### src/rtl/fct_pkg.sv
// types and constants for the transmit clock indication and data request block
package fct_pkg;

   // ----------------------------------------------------------------
   // register map (byte addresses)
   // ----------------------------------------------------------------
   localparam int ADDR_W = 4;
   localparam logic [ADDR_W-1:0] OFF_CTRL = 4'h0;
   localparam logic [ADDR_W-1:0] OFF_STATUS = 4'h4;
   localparam logic [ADDR_W-1:0] OFF_VIOL = 4'h8;

   // control: enable, failure clear (self clearing), path width
   localparam int CTRL_EN_BIT = 0;
   localparam int CTRL_FCLR_BIT = 1;
   localparam int CTRL_WID_LSB = 2;
   localparam logic CTRL_EN_RST = 1'b0;

   // status: one-hot state, lane phase, repeat active
   localparam int ST_STATE_LSB = 0;
   localparam int ST_PHASE_LSB = 4;
   localparam int ST_REP_BIT = 6;

   localparam logic [1:0] RESP_OKAY = 2'h0;
   localparam logic [1:0] RESP_SLVERR = 2'h2;

   // ----------------------------------------------------------------
   // timing
   // ----------------------------------------------------------------
   // serial bits per transmission character; one lane per character time
   localparam int LINE_BITS_PER_CHAR = 10;
   // clock cycles per character time, default of the block parameter
   localparam int CHAR_CYC_DEF = 4;

   // idle ordered set code, value arbitrary
   localparam logic [7:0] IDLE_OS_CODE = 8'h01;

   // ----------------------------------------------------------------
   // types
   // ----------------------------------------------------------------
   typedef enum logic [1:0] {
      FCT_TY_DATA = 2'h0,
      FCT_TY_NREP_OS = 2'h1,
      FCT_TY_REP_OS = 2'h2
   } fct_lane_ty_t;

   typedef enum logic [1:0] {
      FCT_W_BYTE = 2'h0,
      FCT_W_HALF = 2'h1,
      FCT_W_WORD = 2'h2
   } fct_width_t;

   typedef enum logic [3:0] {
      FCT_ST_NOT_EN = 4'b0001,
      FCT_ST_WORK = 4'b0010,
      FCT_ST_OPEN = 4'b0100,
      FCT_ST_FAIL = 4'b1000
   } fct_state_t;

   // data request: lane 0 is the first lane
   typedef struct packed {
      fct_lane_ty_t [3:0] ty;
      logic [3:0][7:0] code;
   } fct_req_t;

   // one transmission word waiting for the line
   typedef struct packed {
      logic os;
      logic [3:0][7:0] code;
   } fct_word_t;

   // one character on the line; k marks the first character of an ordered set
   typedef struct packed {
      logic k;
      logic [7:0] code;
   } fct_char_t;

endpackage

### src/rtl/fct_tx_req.sv
// transmit clock indication, boundary flag and data request encoder front end
//
// What this block does
// - clock indications only in working, open, not-enabled
// - indication rate: char/1, char/2, char/4 per width
// - every indication carries word or null boundary
// - working entry aligns words, sends idle words
// - boundary every fourth, second, every indication
// - lane types: data, non-repeating, repeating set
// - sets use lane one; data uses one, two or four lanes by width
// - characters leave in lane order, lane one first
// - any ordered set code accepted, both set types
// - word path: four bytes or one set
// - set on null boundary in working enters failure
// - failure: no indications, requests refused
// - half is two lanes, word four lanes
// - repeating set resent until next request
`timescale 1ns/100ps
module fct_tx_req #(
   parameter int unsigned CHAR_CYC = fct_pkg::CHAR_CYC_DEF
) (
   input wire logic aclk,
   input wire logic aresetn,
   // register bus
   input wire logic [fct_pkg::ADDR_W-1:0] awaddr,
   input wire logic awvalid,
   output logic awready,
   input wire logic [31:0] wdata,
   input wire logic [3:0] wstrb,
   input wire logic wvalid,
   output logic wready,
   output logic [1:0] bresp,
   output logic bvalid,
   input wire logic bready,
   input wire logic [fct_pkg::ADDR_W-1:0] araddr,
   input wire logic arvalid,
   output logic arready,
   output logic [31:0] rdata,
   output logic [1:0] rresp,
   output logic rvalid,
   input wire logic rready,
   // laser safety trip, asynchronous pin
   input wire logic laser_trip,
   // framing level side
   output logic tx_clk_ind,
   output logic tx_boundary_word,
   input wire logic req_valid,
   input wire fct_pkg::fct_req_t req,
   output logic req_ready,
   // line side
   output fct_pkg::fct_char_t line_char,
   output logic line_char_valid,
   output logic line_en,
   output fct_pkg::fct_state_t tx_state
);

   localparam int CDW = (CHAR_CYC > 1) ? $clog2(CHAR_CYC) : 1;
   localparam logic [CDW-1:0] DIV_LAST = CDW'(CHAR_CYC - 1);

   // ----------------------------------------------------------------
   // state
   // ----------------------------------------------------------------
   typedef struct packed {
      logic [2:0] sync;
      logic trip;
      logic [CDW-1:0] div;
      logic [1:0] lph;
      fct_pkg::fct_state_t st;
      logic en;
      fct_pkg::fct_width_t wid;
      fct_pkg::fct_word_t stg;
      logic rep_on;
      logic [7:0] rep_code;
      logic [15:0] viol;
   } fct_tx_s_t;

   localparam fct_tx_s_t S_RST = '{
      sync: 3'h0,
      trip: 1'b0,
      div: '0,
      lph: 2'h0,
      st: fct_pkg::FCT_ST_NOT_EN,
      en: fct_pkg::CTRL_EN_RST,
      wid: fct_pkg::FCT_W_BYTE,
      stg: '{os: 1'b1, code: {24'h000000, fct_pkg::IDLE_OS_CODE}},
      rep_on: 1'b0,
      rep_code: 8'h00,
      viol: 16'h0000
   };

   fct_tx_s_t s_r;
   fct_tx_s_t s_nxt;

   logic reg_wr;
   logic [fct_pkg::ADDR_W-1:0] reg_waddr;
   logic [31:0] reg_wdata;
   logic [3:0] reg_wstrb;
   logic reg_wr_ok;
   logic [fct_pkg::ADDR_W-1:0] reg_raddr;
   logic [31:0] reg_rdata;
   logic reg_rd_ok;

   logic tick;
   logic ind;
   logic bnd;
   logic take;
   logic enter_work;
   logic ser_stb;
   logic [2:0] nlanes;
   fct_pkg::fct_word_t dflt;

   // ----------------------------------------------------------------
   // register bus
   // ----------------------------------------------------------------
   fct_axil_slv u_slv (
      .aclk(aclk),
      .aresetn(aresetn),
      .awaddr(awaddr),
      .awvalid(awvalid),
      .awready(awready),
      .wdata(wdata),
      .wstrb(wstrb),
      .wvalid(wvalid),
      .wready(wready),
      .bresp(bresp),
      .bvalid(bvalid),
      .bready(bready),
      .araddr(araddr),
      .arvalid(arvalid),
      .arready(arready),
      .rdata(rdata),
      .rresp(rresp),
      .rvalid(rvalid),
      .rready(rready),
      .reg_wr(reg_wr),
      .reg_waddr(reg_waddr),
      .reg_wdata(reg_wdata),
      .reg_wstrb(reg_wstrb),
      .reg_wr_ok(reg_wr_ok),
      .reg_raddr(reg_raddr),
      .reg_rdata(reg_rdata),
      .reg_rd_ok(reg_rd_ok)
   );

   assign reg_wr_ok = (reg_waddr == fct_pkg::OFF_CTRL);

   always_comb begin
      reg_rdata = 32'h0000_0000;
      reg_rd_ok = 1'b1;
      case (reg_raddr)
         fct_pkg::OFF_CTRL: begin
            reg_rdata[fct_pkg::CTRL_EN_BIT] = s_r.en;
            reg_rdata[fct_pkg::CTRL_WID_LSB +: 2] = s_r.wid;
         end
         fct_pkg::OFF_STATUS: begin
            reg_rdata[fct_pkg::ST_STATE_LSB +: 4] = s_r.st;
            reg_rdata[fct_pkg::ST_PHASE_LSB +: 2] = s_r.lph;
            reg_rdata[fct_pkg::ST_REP_BIT] = s_r.rep_on;
         end
         fct_pkg::OFF_VIOL: begin
            reg_rdata[15:0] = s_r.viol;
         end
         default: begin
            reg_rd_ok = 1'b0;
         end
      endcase
   end

   // ----------------------------------------------------------------
   // character timing and indications
   // ----------------------------------------------------------------
   assign tick = (s_r.div == DIV_LAST);
   assign bnd = (s_r.lph == 2'h0);

   always_comb begin
      nlanes = 3'd4;
      ind = 1'b0;
      case (s_r.wid)
         fct_pkg::FCT_W_BYTE: begin
            nlanes = 3'd1;
            ind = tick;
         end
         fct_pkg::FCT_W_HALF: begin
            nlanes = 3'd2;
            ind = tick && !s_r.lph[0];
         end
         default: begin
            nlanes = 3'd4;
            ind = tick && bnd;
         end
      endcase
      // no indications once failed
      ind = ind && (s_r.st != fct_pkg::FCT_ST_FAIL);
   end

   assign tx_clk_ind = ind;
   assign tx_boundary_word = ind && bnd;
   assign req_ready = ind;
   assign take = ind && req_valid;

   // repeating set, or idle, fills a word nobody requests
   assign dflt = '{os: 1'b1, code: {24'h000000, s_r.rep_on ? s_r.rep_code
                                                            : fct_pkg::IDLE_OS_CODE}};

   // ----------------------------------------------------------------
   // next state
   // ----------------------------------------------------------------
   always_comb begin
      logic fclr;
      logic is_os;
      logic [1:0] li;
      fclr = 1'b0;
      is_os = 1'b0;
      li = 2'h0;
      s_nxt = s_r;

      // laser trip: three stages, accepted once stages two and three agree
      s_nxt.sync = {s_r.sync[1:0], laser_trip};
      if (s_r.sync[2] == s_r.sync[1]) begin
         s_nxt.trip = s_r.sync[2];
      end

      if (reg_wr && reg_wr_ok && reg_wstrb[0]) begin
         s_nxt.en = reg_wdata[fct_pkg::CTRL_EN_BIT];
         s_nxt.wid = fct_pkg::fct_width_t'(reg_wdata[fct_pkg::CTRL_WID_LSB +: 2]);
         fclr = reg_wdata[fct_pkg::CTRL_FCLR_BIT];
      end

      s_nxt.div = tick ? '0 : s_r.div + CDW'(1);
      if (tick) begin
         s_nxt.lph = s_r.lph + 2'h1;
      end

      // boundary without a request: next word starts as a set
      if (tick && bnd) begin
         s_nxt.stg = dflt;
      end

      if (take) begin
         is_os = (req.ty[0] == fct_pkg::FCT_TY_NREP_OS) ||
                 (req.ty[0] == fct_pkg::FCT_TY_REP_OS);
         if (is_os && !bnd) begin
            if (s_r.st == fct_pkg::FCT_ST_WORK) begin
               s_nxt.st = fct_pkg::FCT_ST_FAIL;
            end
            s_nxt.viol = s_r.viol + 16'h0001;
         end else if (is_os) begin
            // one type and code for any width
            s_nxt.stg.os = 1'b1;
            s_nxt.stg.code = {24'h000000, req.code[0]};
            s_nxt.rep_on = (req.ty[0] == fct_pkg::FCT_TY_REP_OS);
            s_nxt.rep_code = req.code[0];
         end else if (bnd || !s_r.stg.os) begin
            if (bnd) begin
               s_nxt.stg.os = 1'b0;
               s_nxt.stg.code = '0;
            end
            for (int i = 0; i < 4; i++) begin
               li = s_r.lph + 2'(i);
               if (3'(i) < nlanes) begin
                  s_nxt.stg.code[li] = req.code[i];
               end
            end
            s_nxt.rep_on = 1'b0;
         end
      end

      // transmitter state
      if (s_r.st == fct_pkg::FCT_ST_FAIL) begin
         if (fclr) begin
            s_nxt.st = fct_pkg::FCT_ST_NOT_EN;
         end
      end else if (s_nxt.st != fct_pkg::FCT_ST_FAIL) begin
         if (s_r.trip) begin
            s_nxt.st = fct_pkg::FCT_ST_OPEN;
         end else if (s_r.en) begin
            s_nxt.st = fct_pkg::FCT_ST_WORK;
         end else begin
            s_nxt.st = fct_pkg::FCT_ST_NOT_EN;
         end
      end

      // fresh word alignment, idle words first
      enter_work = (s_nxt.st == fct_pkg::FCT_ST_WORK) && (s_r.st != fct_pkg::FCT_ST_WORK);
      if (enter_work) begin
         s_nxt.div = '0;
         s_nxt.lph = 2'h0;
         s_nxt.stg = '{os: 1'b1, code: {24'h000000, fct_pkg::IDLE_OS_CODE}};
         s_nxt.rep_on = 1'b0;
      end
   end

   always_ff @(posedge aclk) begin
      if (!aresetn) begin
         s_r <= S_RST;
      end else begin
         s_r <= s_nxt;
      end
   end

   // ----------------------------------------------------------------
   // line side
   // ----------------------------------------------------------------
   fct_lane_ser u_ser (
      .aclk(aclk),
      .aresetn(aresetn),
      .clr(enter_work),
      .tick(tick),
      .load(bnd),
      .word(s_r.stg),
      .out_char(line_char),
      .out_stb(ser_stb)
   );

   assign line_en = (s_r.st == fct_pkg::FCT_ST_WORK);
   assign line_char_valid = ser_stb && line_en;
   assign tx_state = s_r.st;

endmodule // fct_tx_req

### src/rtl/fct_axil_slv.sv
// axi4-lite slave front end for the transmit block registers
`timescale 1ns/100ps
module fct_axil_slv (
   input wire logic aclk,
   input wire logic aresetn,
   input wire logic [fct_pkg::ADDR_W-1:0] awaddr,
   input wire logic awvalid,
   output logic awready,
   input wire logic [31:0] wdata,
   input wire logic [3:0] wstrb,
   input wire logic wvalid,
   output logic wready,
   output logic [1:0] bresp,
   output logic bvalid,
   input wire logic bready,
   input wire logic [fct_pkg::ADDR_W-1:0] araddr,
   input wire logic arvalid,
   output logic arready,
   output logic [31:0] rdata,
   output logic [1:0] rresp,
   output logic rvalid,
   input wire logic rready,
   output logic reg_wr,
   output logic [fct_pkg::ADDR_W-1:0] reg_waddr,
   output logic [31:0] reg_wdata,
   output logic [3:0] reg_wstrb,
   input wire logic reg_wr_ok,
   output logic [fct_pkg::ADDR_W-1:0] reg_raddr,
   input wire logic [31:0] reg_rdata,
   input wire logic reg_rd_ok
);

   typedef struct packed {
      logic aw_h;
      logic w_h;
      logic [fct_pkg::ADDR_W-1:0] waddr;
      logic [31:0] wdata;
      logic [3:0] wstrb;
      logic bvalid;
      logic [1:0] bresp;
      logic rvalid;
      logic [31:0] rdata;
      logic [1:0] rresp;
   } fct_slv_s_t;

   fct_slv_s_t s_r;
   fct_slv_s_t s_nxt;

   assign awready = !s_r.aw_h && !s_r.bvalid;
   assign wready = !s_r.w_h && !s_r.bvalid;
   assign arready = !s_r.rvalid;
   assign reg_wr = s_r.aw_h && s_r.w_h && !s_r.bvalid;
   assign reg_waddr = s_r.waddr;
   assign reg_wdata = s_r.wdata;
   assign reg_wstrb = s_r.wstrb;
   assign reg_raddr = araddr;
   assign bvalid = s_r.bvalid;
   assign bresp = s_r.bresp;
   assign rvalid = s_r.rvalid;
   assign rdata = s_r.rdata;
   assign rresp = s_r.rresp;

   always_comb begin
      s_nxt = s_r;
      if (awvalid && awready) begin
         s_nxt.aw_h = 1'b1;
         s_nxt.waddr = awaddr;
      end
      if (wvalid && wready) begin
         s_nxt.w_h = 1'b1;
         s_nxt.wdata = wdata;
         s_nxt.wstrb = wstrb;
      end
      // both halves held: commit and answer
      if (reg_wr) begin
         s_nxt.aw_h = 1'b0;
         s_nxt.w_h = 1'b0;
         s_nxt.bvalid = 1'b1;
         s_nxt.bresp = reg_wr_ok ? fct_pkg::RESP_OKAY : fct_pkg::RESP_SLVERR;
      end
      if (s_r.bvalid && bready) begin
         s_nxt.bvalid = 1'b0;
      end
      if (arvalid && arready) begin
         s_nxt.rvalid = 1'b1;
         s_nxt.rdata = reg_rd_ok ? reg_rdata : 32'h0000_0000;
         s_nxt.rresp = reg_rd_ok ? fct_pkg::RESP_OKAY : fct_pkg::RESP_SLVERR;
      end
      if (s_r.rvalid && rready) begin
         s_nxt.rvalid = 1'b0;
      end
   end

   always_ff @(posedge aclk) begin
      if (!aresetn) begin
         s_r <= '0;
      end else begin
         s_r <= s_nxt;
      end
   end

endmodule // fct_axil_slv

### src/rtl/fct_lane_ser.sv
// shifts a transmission word onto the line one lane per character time
`timescale 1ns/100ps
module fct_lane_ser (
   input wire logic aclk,
   input wire logic aresetn,
   input wire logic clr,
   input wire logic tick,
   input wire logic load,
   input wire fct_pkg::fct_word_t word,
   output fct_pkg::fct_char_t out_char,
   output logic out_stb
);

   typedef struct packed {
      logic [2:0][7:0] rest;
      fct_pkg::fct_char_t out;
      logic stb;
   } fct_ser_s_t;

   fct_ser_s_t s_r;
   fct_ser_s_t s_nxt;

   assign out_char = s_r.out;
   assign out_stb = s_r.stb;

   always_comb begin
      s_nxt = s_r;
      s_nxt.stb = tick;
      if (clr) begin
         s_nxt = '0;
      end else if (tick && load) begin
         // lane 0 goes out first, the others follow in order
         s_nxt.out.k = word.os;
         s_nxt.out.code = word.code[0];
         s_nxt.rest = word.code[3:1];
      end else if (tick) begin
         s_nxt.out.k = 1'b0;
         s_nxt.out.code = s_r.rest[0];
         s_nxt.rest = {8'h00, s_r.rest[2:1]};
      end
   end

   always_ff @(posedge aclk) begin
      if (!aresetn) begin
         s_r <= '0;
      end else begin
         s_r <= s_nxt;
      end
   end

endmodule // fct_lane_ser

### config.mk
export PLATFORM = sky130hd
export DESIGN_NAME = fct_tx_req
export DESIGN_NICKNAME = d
export VERILOG_FILES = /design/src/rtl/fct_pkg.sv /design/src/rtl/fct_tx_req.sv /design/src/rtl/fct_axil_slv.sv /design/src/rtl/fct_lane_ser.sv
export SDC_FILE = /design/constraint.sdc
export NUM_CORES = 1
export LEC_CHECK = 0
export BUFFER_PORTS_ARGS = -buffer_cell sky130_fd_sc_hd__buf_2
export CAP_MARGIN = 20
export CORE_UTILIZATION = 45
export CTS_CLUSTER_DIAMETER = 100
export DETAILED_ROUTE_END_ITERATION = 7
export PLACE_DENSITY = 0.67
export SLEW_MARGIN = 20
export SYNTH_ARGS = -nofsm -noshare
export SYNTH_HDL_FRONTEND = slang
export SYNTH_SLANG_ARGS = --single-unit
### constraint.sdc
create_clock -name aclk -period 2.9 [get_ports aclk]
set_input_delay 0.58 -clock aclk [delete_from_list [all_inputs] [get_ports aclk]]
set_output_delay 0.58 -clock aclk [all_outputs]
set_load 0.02 [all_outputs]
Word level (Yosys, flattened, before mapping)
Index checks and enable logic that the tools add are counted.

operators by class
  $add $sub $neg = 5
  $lt $le $gt $ge = 12
  equality and inequality tests = 13
  mux-type cells = 63
  bitwise gates (word level) = 2
  reductions and logical operators = 47

operator list
  operator               number
  $mux 32                16
  $mux 33                8
  $bwmux 32              4
  $mux 34                2
  $demux 8 s2            4
  $mux 58                1
  $mux 8                 6
  $mux 42                1
  $mux 16                2
  $mux 4                 6
  $logic_and 1x1->1      23
  $add 16x1->16 const B  1
  $lt 2x3->1 const B     4
  $pmux 3 s2             2
  $mux 9                 1
  $eq 4x2->1 const B     2
  $eq 4x4->1 const B     2
  $ge 2x1->1 const B     4
  $logic_not 4->1        2
  $ne 4x4->1 const B     2
  $reduce_or 2->1        4
  $logic_not 1->1        7
  $lt 1x3->1 const A     2
  $lt 2x3->1 const A     2
  other kinds (20)       34

storage, ports and cells
  bits in registers = 156
  input port bits = 93
  logic and storage cells = 173

Depth between registers and ports, before layout
Gate-level depths: netlist of run 1.

  word-level depth = 32
  gate-level depth with buffers = 11
  depth with buffers taken out = 7

By module
From an unflattened synthesis of run 1, not the netlist that was laid out.

second synthesis, totals
  cell total of the unflattened synthesis = 1,145
  area, all modules = 9,778.1 um^2

by module, submodules not included
  module        times used  cells each  area each (um^2)
  fct_tx_req    1           556         4,679.5
  fct_axil_slv  1           429         3,564.7
  fct_lane_ser  1           160         1,534.0

Worst setup path after synthesis of run 1
No wires, ideal clock.

  kind = register -> output
  start point = reg s_r[58] (netlist bit)
  end point = out tx_clk_ind
  arrival time = 2.126 ns
  required time = 2.320 ns
  slack = 0.194 ns
  stages on the path, launching flop included = 10
  cell sequence = dfxtp_1 or2_1 clkbuf_1 ha_1 buf_2 nor2_1 o32ai_4 buf_2 nor2_1 buf_4

on the way
  longest elaborated chain between the ends = 3

ends and longest elaborated chain
  element                                        line               RTL
  start: declaration                             fct_tx_req.sv:91   fct_tx_s_t s_r;
  start signal: assignment                       fct_tx_req.sv:297  s_r <= s_nxt;
  $eq 2x1->1 or $logic_not 2->1 (tied branches)  fct_tx_req.sv:178  case (s_r.wid)
  $pmux 1 s2 (*)                                 fct_tx_req.sv:178
  $logic_and 1x1->1 (*)                          fct_tx_req.sv:193  ind = ind && (s_r.st != fct_pkg::FCT_ST_FAIL);
  end: declaration                               fct_tx_req.sv:45   output logic tx_clk_ind,

Every way passes the cells marked *; elsewhere a longest branch is shown, timed or not.

Worst setup path after layout of run 1
  start point = reg s_r[66] (netlist bit)
  end point = out tx_boundary_word

on the way
  longest elaborated chain between the ends = 5

ends and longest elaborated chain
  element                line               RTL
  $logic_not 2->1 (*)    fct_tx_req.sv:173  assign bnd = (s_r.lph == 2'h0);
  $logic_and 1x1->1      fct_tx_req.sv:189  ind = tick && bnd;
  $pmux 1 s2             fct_tx_req.sv:178
  $logic_and 1x1->1      fct_tx_req.sv:193
  $logic_and 1x1->1 (*)  fct_tx_req.sv:197  assign tx_boundary_word = ind && bnd;
  end: declaration       fct_tx_req.sv:46   output logic tx_boundary_word,

Marks and branches as above.

==> impl_metrics.tcl, run 1 <==
set metrics [dict create \
    h-tree-depth 4 \
    rows 47 \
    p_per_area_mw_per_mm2 555 \
    drtIter0Drc 559 \
    fin_skew_ps 11.0 \
    critPathRequiredTime_ps 2320 \
    final.setup.tns_ps 0 \
    ir_drop_mv 0.469 \
    synthTopCellsByCount "dfxtp_1 (138), nand2_1 (119), nor2_1 (83)" \
    dpl.hpwl_um 15600 \
    grt_pass1_vias 6395 \
    areaGrowthSynthToFinish_pct 13.4 \
    whs_path_depth 2 \
    drv_cap 0 \
    yosysTopAreaCell "dfxtp_1" \
    worst_pin_slew_ps 1120 \
    synthArstFlopShare_pct 0 \
    post-place-ws_ps 327 \
    worst_r2r_path_depth 6 \
    maxSlewViolCount 0 \
    root_buffer "clkbuf_16" \
    reg2reg_to "s_r[32]" \
    portBuffers 96 \
    status "completed" \
    drc 0 \
    synth.most_common_cell "dfxtp_1" \
    yosysWarnings 0 \
    hold_violations 0 \
    cts_setup_buffers 0 \
    cts_sinks 138 \
    worstPathArrival_ps 2190 \
    routed_wl_um 21500 \
    vias 7021 \
    p_leak_nw 3.30 \
    synth.distinct_cells 70 \
    clock_latency_ps 420 \
    max_freq_mhz 362 \
    route.detailed.wl_per_inst_um 17.9 \
    crit_type "reg2out" \
    grt_max_degree 71 \
    antenna_found_initial 0 \
    final.period_utilization_pct 95.4 \
    critPathCaptureType "primary output" \
    cts_max_path_buffers 2 \
    die_y_um 133 \
    grt.total_usage_pct 24.7 \
    final_antenna_net_count 0 \
    die_w_um 133 \
    via_per_inst 5.84 \
    gr-total-overflow 0 \
    synth_edf_count 0 \
    worst_slack_ps 134 \
    yosysSeqAreaShare_pct 35.9 \
    synth_cells 921 \
    path_max_fanout 8 \
    relSlewSlack_pct 25.1 \
    grt_pass1_wl_um 34100 \
    start_util_pct 46.2 \
    avgSynthCellArea_um2 8.34 \
    min_path_type "in2reg" \
    synthFlopType "dfxtp_1" \
    placed_area_mm2 0.00807 \
    holdCritStartpoint "laser_trip" \
    core_area_mm2 0.0166 \
    finalSetupViolations 0 \
    mappedNetlistArea_mm2 0.00768 \
    min_period_ps 2770 \
    clk_pin_slew_ps 60 \
    routabilityCongestion 0.952 \
    io_pins 152 \
    final_area_mm2 0.00871 \
    cts_tree "done" \
    final_layout_size_suffix_gt1_share_pct 21.6 \
    synthTopCellsByArea "dfxtp_1 (36%), nand2_1 (5.8%), buf_4 (4.9%)" \
    reg2reg_slack_ps 420 \
    rsz0062_at_grt "false" \
    worstHoldEndpoint "s_nxt[71]" \
    start_kind "register" \
    synth_top_area_share_pct 35.9 \
    ys_ff_latch 138 \
    rr_startpoint "s_r[66]" \
    dieArea_mm2 0.0176 \
    nets 1072 \
    numCtsBuffers 17 \
    drt_first_pass_iters 7 \
]
[stage by stage]
stage               hold WS [ps]  utilization (%)  power [mW]  instances
global placement             421             48.5        2.59       1170
detailed placement           422             48.5        2.60       1170
finish                       362             52.4        4.84       1203
global route                 369             52.3        5.03       1202
floorplan                    412                -        2.44        938
CTS                          349             52.3        4.86       1202
[how the worst max path moves through the flow]
stage / startpoint / endpoint / slack (ps)
detailed placement: s_r[59] / tx_boundary_word / 330
global route: s_r[66] / tx_boundary_word / 30
finish: s_r[66] / tx_boundary_word / 130
CTS: s_r[59] / tx_boundary_word / 40
floorplan: s_r[58] / tx_clk_ind / 190
global placement: s_r[59] / tx_boundary_word / 390
[placed cells by master (no fill, tap or decap), types with 5 or more instances in the layout]
master,instances
or2_2,20
xor2_1,8
nand2b_1,8
buf_4,31
clkinv_4,5
nor3b_1,10
a221oi_1,26
a32o_1,19
nand2_1,119
dfxtp_1,137
o22ai_1,7
inv_1,19
o311ai_0,20
mux2i_1,26
ha_1,8
nand4_1,6
clkbuf_16,17
a211oi_1,14
nor2_1,82
o211ai_1,6
nor2b_1,30
nor4_1,6
a22oi_1,16
buf_2,96
o32ai_1,11
and2_1,24
o21ai_2,8
xnor2_1,5
a311oi_1,25
conb_1,18
o21ai_0,8
and3_1,14
nor3_1,10
a21oi_1,33
nand3_1,29
[layout make-up]
| type | instances | area (µm²) |
|---|---|---|
| well taps | 220 | 275 |
| fillers | 1557 | 7930 |
| repair buffers | 128 | 733 |
| flip-flops and latches | 138 | 2760 |
| clock inverters | 13 | 166 |
| inverters | 19 | 71.3 |
| multi-input cells | 665 | 4250 |
| diodes | 1 | 2.50 |
| clock buffers | 19 | 453 |
[critical path, stage by stage (launching register included)]
cell and delay, ps:
dfxtp_1 420, inv_1 110, ha_1 310, and3_1 280
o32a_2 240, and3_2 250, buf_2 160
[what timing repair did]
action / CTS / global route
setup endpoints to repair: 3 / 3
hold buffers: 0 / 0
resized for setup: 2 / 3
[kinds of logic after synthesis]
family	count (synthesis)	synth area share, %
muxes	30	3.97
other	1	0.0488
buffers and inverters	135	9.87
and+or+nand+nor	378	24.6
AOI/OAI and AO/OA	216	22.5
xor gates and xnor gates	13	1.48
adders and majority gates	10	1.63
DFF	138	35.9
[metal layers]
metal,vias to the layer above,part of all wire [%],track usage [%]
li1,3396,-,-
met1,3280,45,33.5
met2,295,44,36.8
met3,50,7.7,6.59
met4,0,2.7,10.2
met5,-,0,0
[where the power goes]
part           switching [mW]  internal (mW)  leakage (nW)
sequential             0.0386           1.96          1.12
clock                   0.868           1.41         0.308
combinational           0.368          0.202          1.88
total                    1.27           3.56          3.30
[flip-flops by register name, indices dropped and copies added, names as in the netlist]
signal,cells
u_slv.rvalid,1
u_ser.s_r,24
tx_state,4
u_slv.rresp,1
u_slv.reg_waddr,4
u_slv.bvalid,1
u_slv.bresp,1
s_r,67
u_ser.out_stb,1
u_slv.reg_wdata,4
u_slv.reg_wstrb,1
u_slv.s_r,2
u_ser.out_char,9
s_nxt,2
u_slv.rdata,16
(Power assumes the default switching activity.)
==> run 2, diff against run 1 <==
Settings changed: ABC_AREA set to 1, CELL_PAD_IN_SITES_DETAIL_PLACEMENT set to 1, CELL_PAD_IN_SITES_GLOBAL_PLACEMENT set to 2, CORE_UTILIZATION 45 to 32, PLACE_DENSITY 0.67 to not set, PLACE_DENSITY_LB_ADDON set to 0.1.
Clock period 2.9 ns to 3.4 ns, I/O delays scaled along.
==> run 2 against run 1 <==
  * The flow now finishes with violations (DRC)
  * Sequential share of layout area is 3.0 points lower
  * Non-clock buffer count is 12 lower
  * Register-to-register slack better by 180 ps
  * Count of clock-buffer cells in the layout is 2 lower
  * Die area is 55% higher
  * Combinational power is 19% higher
  * Global-route usage is 0.84 points lower
  * Critical path type unchanged
  * Largest cell class unchanged
  * Largest power group unchanged
==> impl_metrics.tcl, run 2 <==
set metrics [dict create \
    status "complete, but fails checks" \
    violations "DRC" \
    portBuffers 96 \
    die_w_um 165 \
    layout_commonest_cell "nand2_1" \
    grt_pass1_vias 8354 \
    p_leak_nw 4.40 \
    cts_setup_buffers 0 \
    largest-register "s_r" \
    path_delay_family "simple AND/OR/NAND/NOR gates" \
    endpoint "tx_boundary_word" \
    avgSynthCellArea_um2 6.14 \
    drt_first_pass_iters 7 \
    top_layer "met4" \
    yosysSeqAreaShare_pct 32.4 \
    fin_skew_ps 11.3 \
    worst_pin_slew_ps 862 \
    io_pins 152 \
    numCtsBuffers 17 \
    diodes 0 \
    routed_wl_um 31500 \
    maxSlewViolCount 0 \
    max_freq_mhz 323 \
    cts_resized 0 \
    drtIter0Drc 570 \
    drc 18 \
    synth_cells 1389 \
    yosysTopAreaCell "dfxtp_1" \
    final.period_utilization_pct 90.9 \
    areaGrowthSynthToFinish_pct 12.8 \
    synth_top_area_share_pct 32.4 \
    start_kind "register" \
    largest_register_ffs 67 \
    rsz0062_at_grt "false" \
    core_area_mm2 0.0261 \
    crit_chain "inv_1 > nand2_1 > ha_1 > inv_1 > a21oi_1 > nor2_2 > nand2_1 > nor2_1 > buf_2" \
    synthTopCellsByCount "nand2_1 (356), inv_1 (184), nor2_1 (154)" \
    dpl.hpwl_um 23200 \
    final_area_mm2 0.00962 \
    antenna_found_initial 0 \
    vias 8724 \
    drv_cap 0 \
    dieArea_mm2 0.0273 \
    critPathRequiredTime_ps 2720 \
    cts_hold_buf 0 \
    critPathCaptureType "primary output" \
    ys_ff_latch 138 \
    reg2reg_to "s_r[55]" \
    ir_drop_mv 0.227 \
    mappedNetlistArea_mm2 0.00853 \
    root_buffer "clkbuf_16" \
    synth_edf_count 0 \
    cts_max_path_buffers 2 \
    p_total_mw 4.31 \
    routabilityCongestion 0.825 \
    final_layout_size_suffix_gt1_share_pct 12.5 \
    path_buf_inv 3 \
    p_per_area_mw_per_mm2 448 \
    nets 1534 \
    grt_max_degree 69 \
    cts_sinks 138 \
    h-tree-depth 4 \
    die_y_um 165 \
    cp_num_cells 9 \
    placed_area_mm2 0.00903 \
    synthTopCellsByArea "dfxtp_1 (32%), nand2_1 (16%), o21ai_0 (8.3%)" \
    whs_path_depth 2 \
    finish.utilization_pct 36.8 \
    yosysWarnings 0 \
    cp-startpoint "s_r[59]" \
    synth.most_common_cell "nand2_1" \
    rows 59 \
    clock_latency_ps 430 \
    synthArstFlopShare_pct 0 \
    finalSetupViolations 0 \
    crit_type "reg2out" \
    final.setup.tns_ps 0 \
    via_per_inst 4.91 \
    grt_pass1_wl_um 48800 \
    final_cell_mix "nand2_1 (356), inv_1 (184), nor2_1 (154), o21ai_0 (141), dfxtp_1 (138)" \
    slowest_delay_ps 340 \
    cts_tree "done" \
    crit_slowest_cell "ha_1" \
    met2_length_um 13300 \
    relSlewSlack_pct 42.5 \
    grt.total_usage_pct 23.8 \
    hold_violations 0 \
    gr-total-overflow 0 \
    clk_pin_slew_ps 70 \
    whs_ps 419 \
    route.detailed.wl_per_inst_um 17.7 \
    min_path_type "reg2reg" \
    rr_startpoint "s_r[59]" \
    start_util_pct 32.6 \
    min_period_ps 3090 \
    met3WireLength_um 1220 \
    final_antenna_net_count 0 \
    synth.distinct_cells 40 \
    met1_length_um 16600 \
    worst_r2r_path_depth 13 \
    worstPathArrival_ps 2410 \
    path_max_fanout 9 \
    synthFlopType "dfxtp_1" \
    reg2reg_slack_ps 600 \
]
run 2: changes by cell type in the layout (fill, tap and decap cells not counted), sizes merged, moves of 25 or more:
cell,change
o21ai,+123
nand2,+239
a311oi,-25
nor2,+95
a221oi,-26
inv,+170
a21oi,+101
nand3,+26
nor2b,-30
and2,-26
run 2: stage by stage:
stage               worst slack [ps]  instances
floorplan                       1140       1406
global placement                 687       1747
detailed placement               676       1747
CTS                              320       1778
global route                     160       1778
finish                           308       1778
run 2: layer usage:
metal | vias to the layer above | global-route usage, %
met4 | 0 | 6.51
met2 | 188 | 35.1
met5 | - | 0
met3 | 26 | 3.47
met1 | 4115 | 35.5
li1 | 4395 | -
run 2: power breakdown:
| group | total [mW] | switching, mW | internal (mW) |
|---|---|---|---|
| clock | 1.95 | 0.858 | 1.10 |
| sequential | 1.68 | 0.0245 | 1.66 |
| combinational | 0.676 | 0.489 | 0.186 |
run 2: layout make-up:
cell class / count / area [µm²]
multi-input combinational: 970 / 4490
sequential: 138 / 2760
timing repair buffer: 116 / 656
fill: 3548 / 16500
inverter: 188 / 706
clock buffer: 17 / 425
tap: 335 / 419
clock inverter: 14 / 163
run 2: tightest hold or removal path, stage by stage (launching register included):
cell and delay, ps:
dfxtp_1 310, nand2_1 50, inv_1 40
run 2: worst min-delay path by stage:
stage                         start            to  slack, ps
final                     s_nxt[71]     s_nxt[72]        420
after global placement    s_nxt[71]     s_nxt[72]        400
after detailed placement  s_nxt[71]     s_nxt[72]        410
after global routing         bready  u_slv.bvalid        430
after floorplan           s_nxt[71]     s_nxt[72]        390
after CTS                    bready  u_slv.bvalid        420
run 2: cell families (layout without fill, tap and decap cells):
logic type	Yosys count	in the layout	synth area share (%)
xor+xnor	9	9	0.924
flops	138	138	32.4
simple gates	619	619	29.8
buf+inv	298	335	15.7
fa+ha+maj	10	10	1.47
compound gates	308	308	18.9
mux	6	6	0.704
other cells	1	18	0.0440
==> run 3, diff against run 2 <==
Settings changed: ABC_AREA 1 to not set, CORE_UTILIZATION 32 to 35, MAX_ROUTING_LAYER set to met4.
==> run 3 against run 2 <==
  * The run now ends clean
  * Final cell count fell by 30%
  * Hold slack improved by 15 ps
  * Fmax decreased by 2.7%
  * Design area is 9.5% lower
  * Count of clock-buffer cells in the layout grew 2
  * Clock skew up 3.4 ps
  * Sequential power about the same
==> impl_metrics.tcl, run 3 (synthesized netlist as in run 1, its figures left out) <==
set metrics [dict create \
    clock_latency_ps 430 \
    final_layout_size_suffix_gt1_share_pct 20.9 \
    fillCellCount 2530 \
    ir_drop_mv 0.282 \
    clk_pin_slew_ps 70 \
    gr-total-overflow 0 \
    min_period_ps 3180 \
    rsz0062_at_grt "false" \
    hold_violations 0 \
    maxSlewViolCount 0 \
    met3WireLength_um 1350 \
    dpl.hpwl_um 19500 \
    crit_top_cell "nor2_1" \
    met2_length_um 11900 \
    final.setup.tns_ps 0 \
    critPathCaptureType "primary output" \
    placed_area_mm2 0.00810 \
    finalSetupViolations 0 \
    diodes 0 \
    cts_hold_buf 0 \
    worst_r2r_path_depth 7 \
    areaGrowthSynthToFinish_pct 13.3 \
    final_antenna_net_count 0 \
    slowest_delay_ps 450 \
    min_path_type "reg2reg" \
    status "completed" \
    path_buf_inv 1 \
    cp_num_cells 6 \
    cts_sinks 138 \
    rr_startpoint "s_r[59]" \
    nets 1066 \
    drc 0 \
    switching_share_pct 28.4 \
    path_delay_family "simple AND/OR/NAND/NOR gates" \
    die_w_um 150 \
    drv_cap 0 \
    die_y_um 150 \
    root_buffer "clkbuf_16" \
    finish.utilization_pct 40.9 \
    internal_power_mw 2.95 \
    crit_chain "or2_1 > ha_2 > nor2_1 > o32ai_4 > nor2_1 > buf_2" \
    reg2reg_to "s_r[19]" \
    drtIter0Drc 417 \
    grt.total_usage_pct 25.1 \
    h-tree-depth 4 \
    critPathRequiredTime_ps 2720 \
    endpoint "req_ready" \
    p_sw_mw 1.17 \
    p_clk_share_pct 46.6 \
    drt_first_pass_iters 5 \
    cp-startpoint "s_r[59]" \
    vias 7249 \
    p_comb_share_pct 12.2 \
    antenna_found_initial 0 \
    layout_commonest_cell "dfxtp_1" \
    met1_length_um 13200 \
    seq_power_share_pct 41.3 \
    cts_max_path_buffers 2 \
    portBuffers 96 \
    crit_type "reg2out" \
    relSlewSlack_pct 38.3 \
    p_leak_nw 3.24 \
    dieArea_mm2 0.0226 \
    via_per_inst 5.79 \
    cts_setup_buffers 0 \
    grt_pass1_wl_um 41600 \
    numCtsBuffers 17 \
    crit_slowest_cell "o32ai_4" \
    start_kind "register" \
    final.period_utilization_pct 93.5 \
    routabilityCongestion 0.921 \
    start_util_pct 36.1 \
    grt_max_degree 69 \
    core_area_mm2 0.0213 \
    final_area_mm2 0.00870 \
    top_layer "met4" \
    reg2reg_slack_ps 610 \
    path_max_fanout 16 \
    worst_pin_slew_ps 912 \
    fin_skew_ps 14.7 \
    p_per_area_mw_per_mm2 474 \
    largest_register_ffs 67 \
    max_freq_mhz 315 \
    cts_tree "done" \
    route.detailed.wl_per_inst_um 21.5 \
    final_cell_mix "dfxtp_1 (138), nand2_1 (119), buf_2 (96), nor2_1 (83), a21oi_1 (33)" \
    routed_wl_um 26900 \
    rows 53 \
    largest-register "s_r" \
    grt_pass1_vias 7368 \
    worstPathArrival_ps 2500 \
    io_pins 152 \
    whs_path_depth 1 \
]
-- run 3: cell types whose count changed in the layout (fill, tap and decap cells not counted), moves of 24 or more --
cell,delta
a21oi_1,-102
a311oi_1,+25
and2_1,+24
a221oi_1,+26
nor2_2,-24
nand2_1,-237
nor2b_1,+29
nand3_1,-24
o21ai_0,-134
inv_1,-165
nor2_1,-71
-- run 3: per-layer routing --
| metal | GRT usage [%] | vias up |
|---|---|---|
| met5 | - | - |
| met4 | 8.13 | 0 |
| met3 | 4.48 | 36 |
| met2 | 37.3 | 237 |
| met1 | 34.2 | 3614 |
| li1 | - | 3362 |
-- run 3: worst min path at each step --
stage / startpoint / endpoint / slack (ps)
after CTS: s_nxt[71] / s_nxt[72] / 440
after detailed placement: s_nxt[71] / s_nxt[72] / 420
after global placement: s_nxt[71] / s_nxt[72] / 420
final: s_nxt[71] / s_nxt[72] / 430
after global routing: laser_trip / s_nxt[71] / 460
after floorplan: s_nxt[71] / s_nxt[72] / 410
-- run 3: stage by stage --
step,hold WS (ps),power (mW),instances,setup slack (ps)
5_1_grt,460,4.29,1251,107
6_report,434,4.12,1251,222
3_5_place_dp,422,2.24,1219,471
4_1_cts,439,4.17,1251,21.6
3_3_place_gp,415,2.22,1219,538
2_1_floorplan,412,2.08,938,594
-- run 3: area by class of cell --
class	instances	area, µm²	area share (%)
clock inverter	13	156	1.80
inverter	19	71.3	0.819
multi-input combinational	665	4240	48.7
sequential	138	2760	31.7
timing repair buffer	122	688	7.91
clock buffer	19	443	5.09
tap	275	344	3.95
-- run 3: timing repair --
item                                   CTS  global route
setup endpoints to repair                0             2
resized for setup                        0             1
endpoints found under the hold margin    0             0
-- run 3: power by group through the flow --
stage / combinational, mW / clock, mW / sequential [mW]
finish: 0.502 / 1.92 / 1.70
global route: 0.547 / 2.03 / 1.71
CTS: 0.503 / 1.97 / 1.70
detailed placement: 0.501 / 0 / 1.74
global placement: 0.488 / 0 / 1.74
floorplan: 0.356 / 0 / 1.73
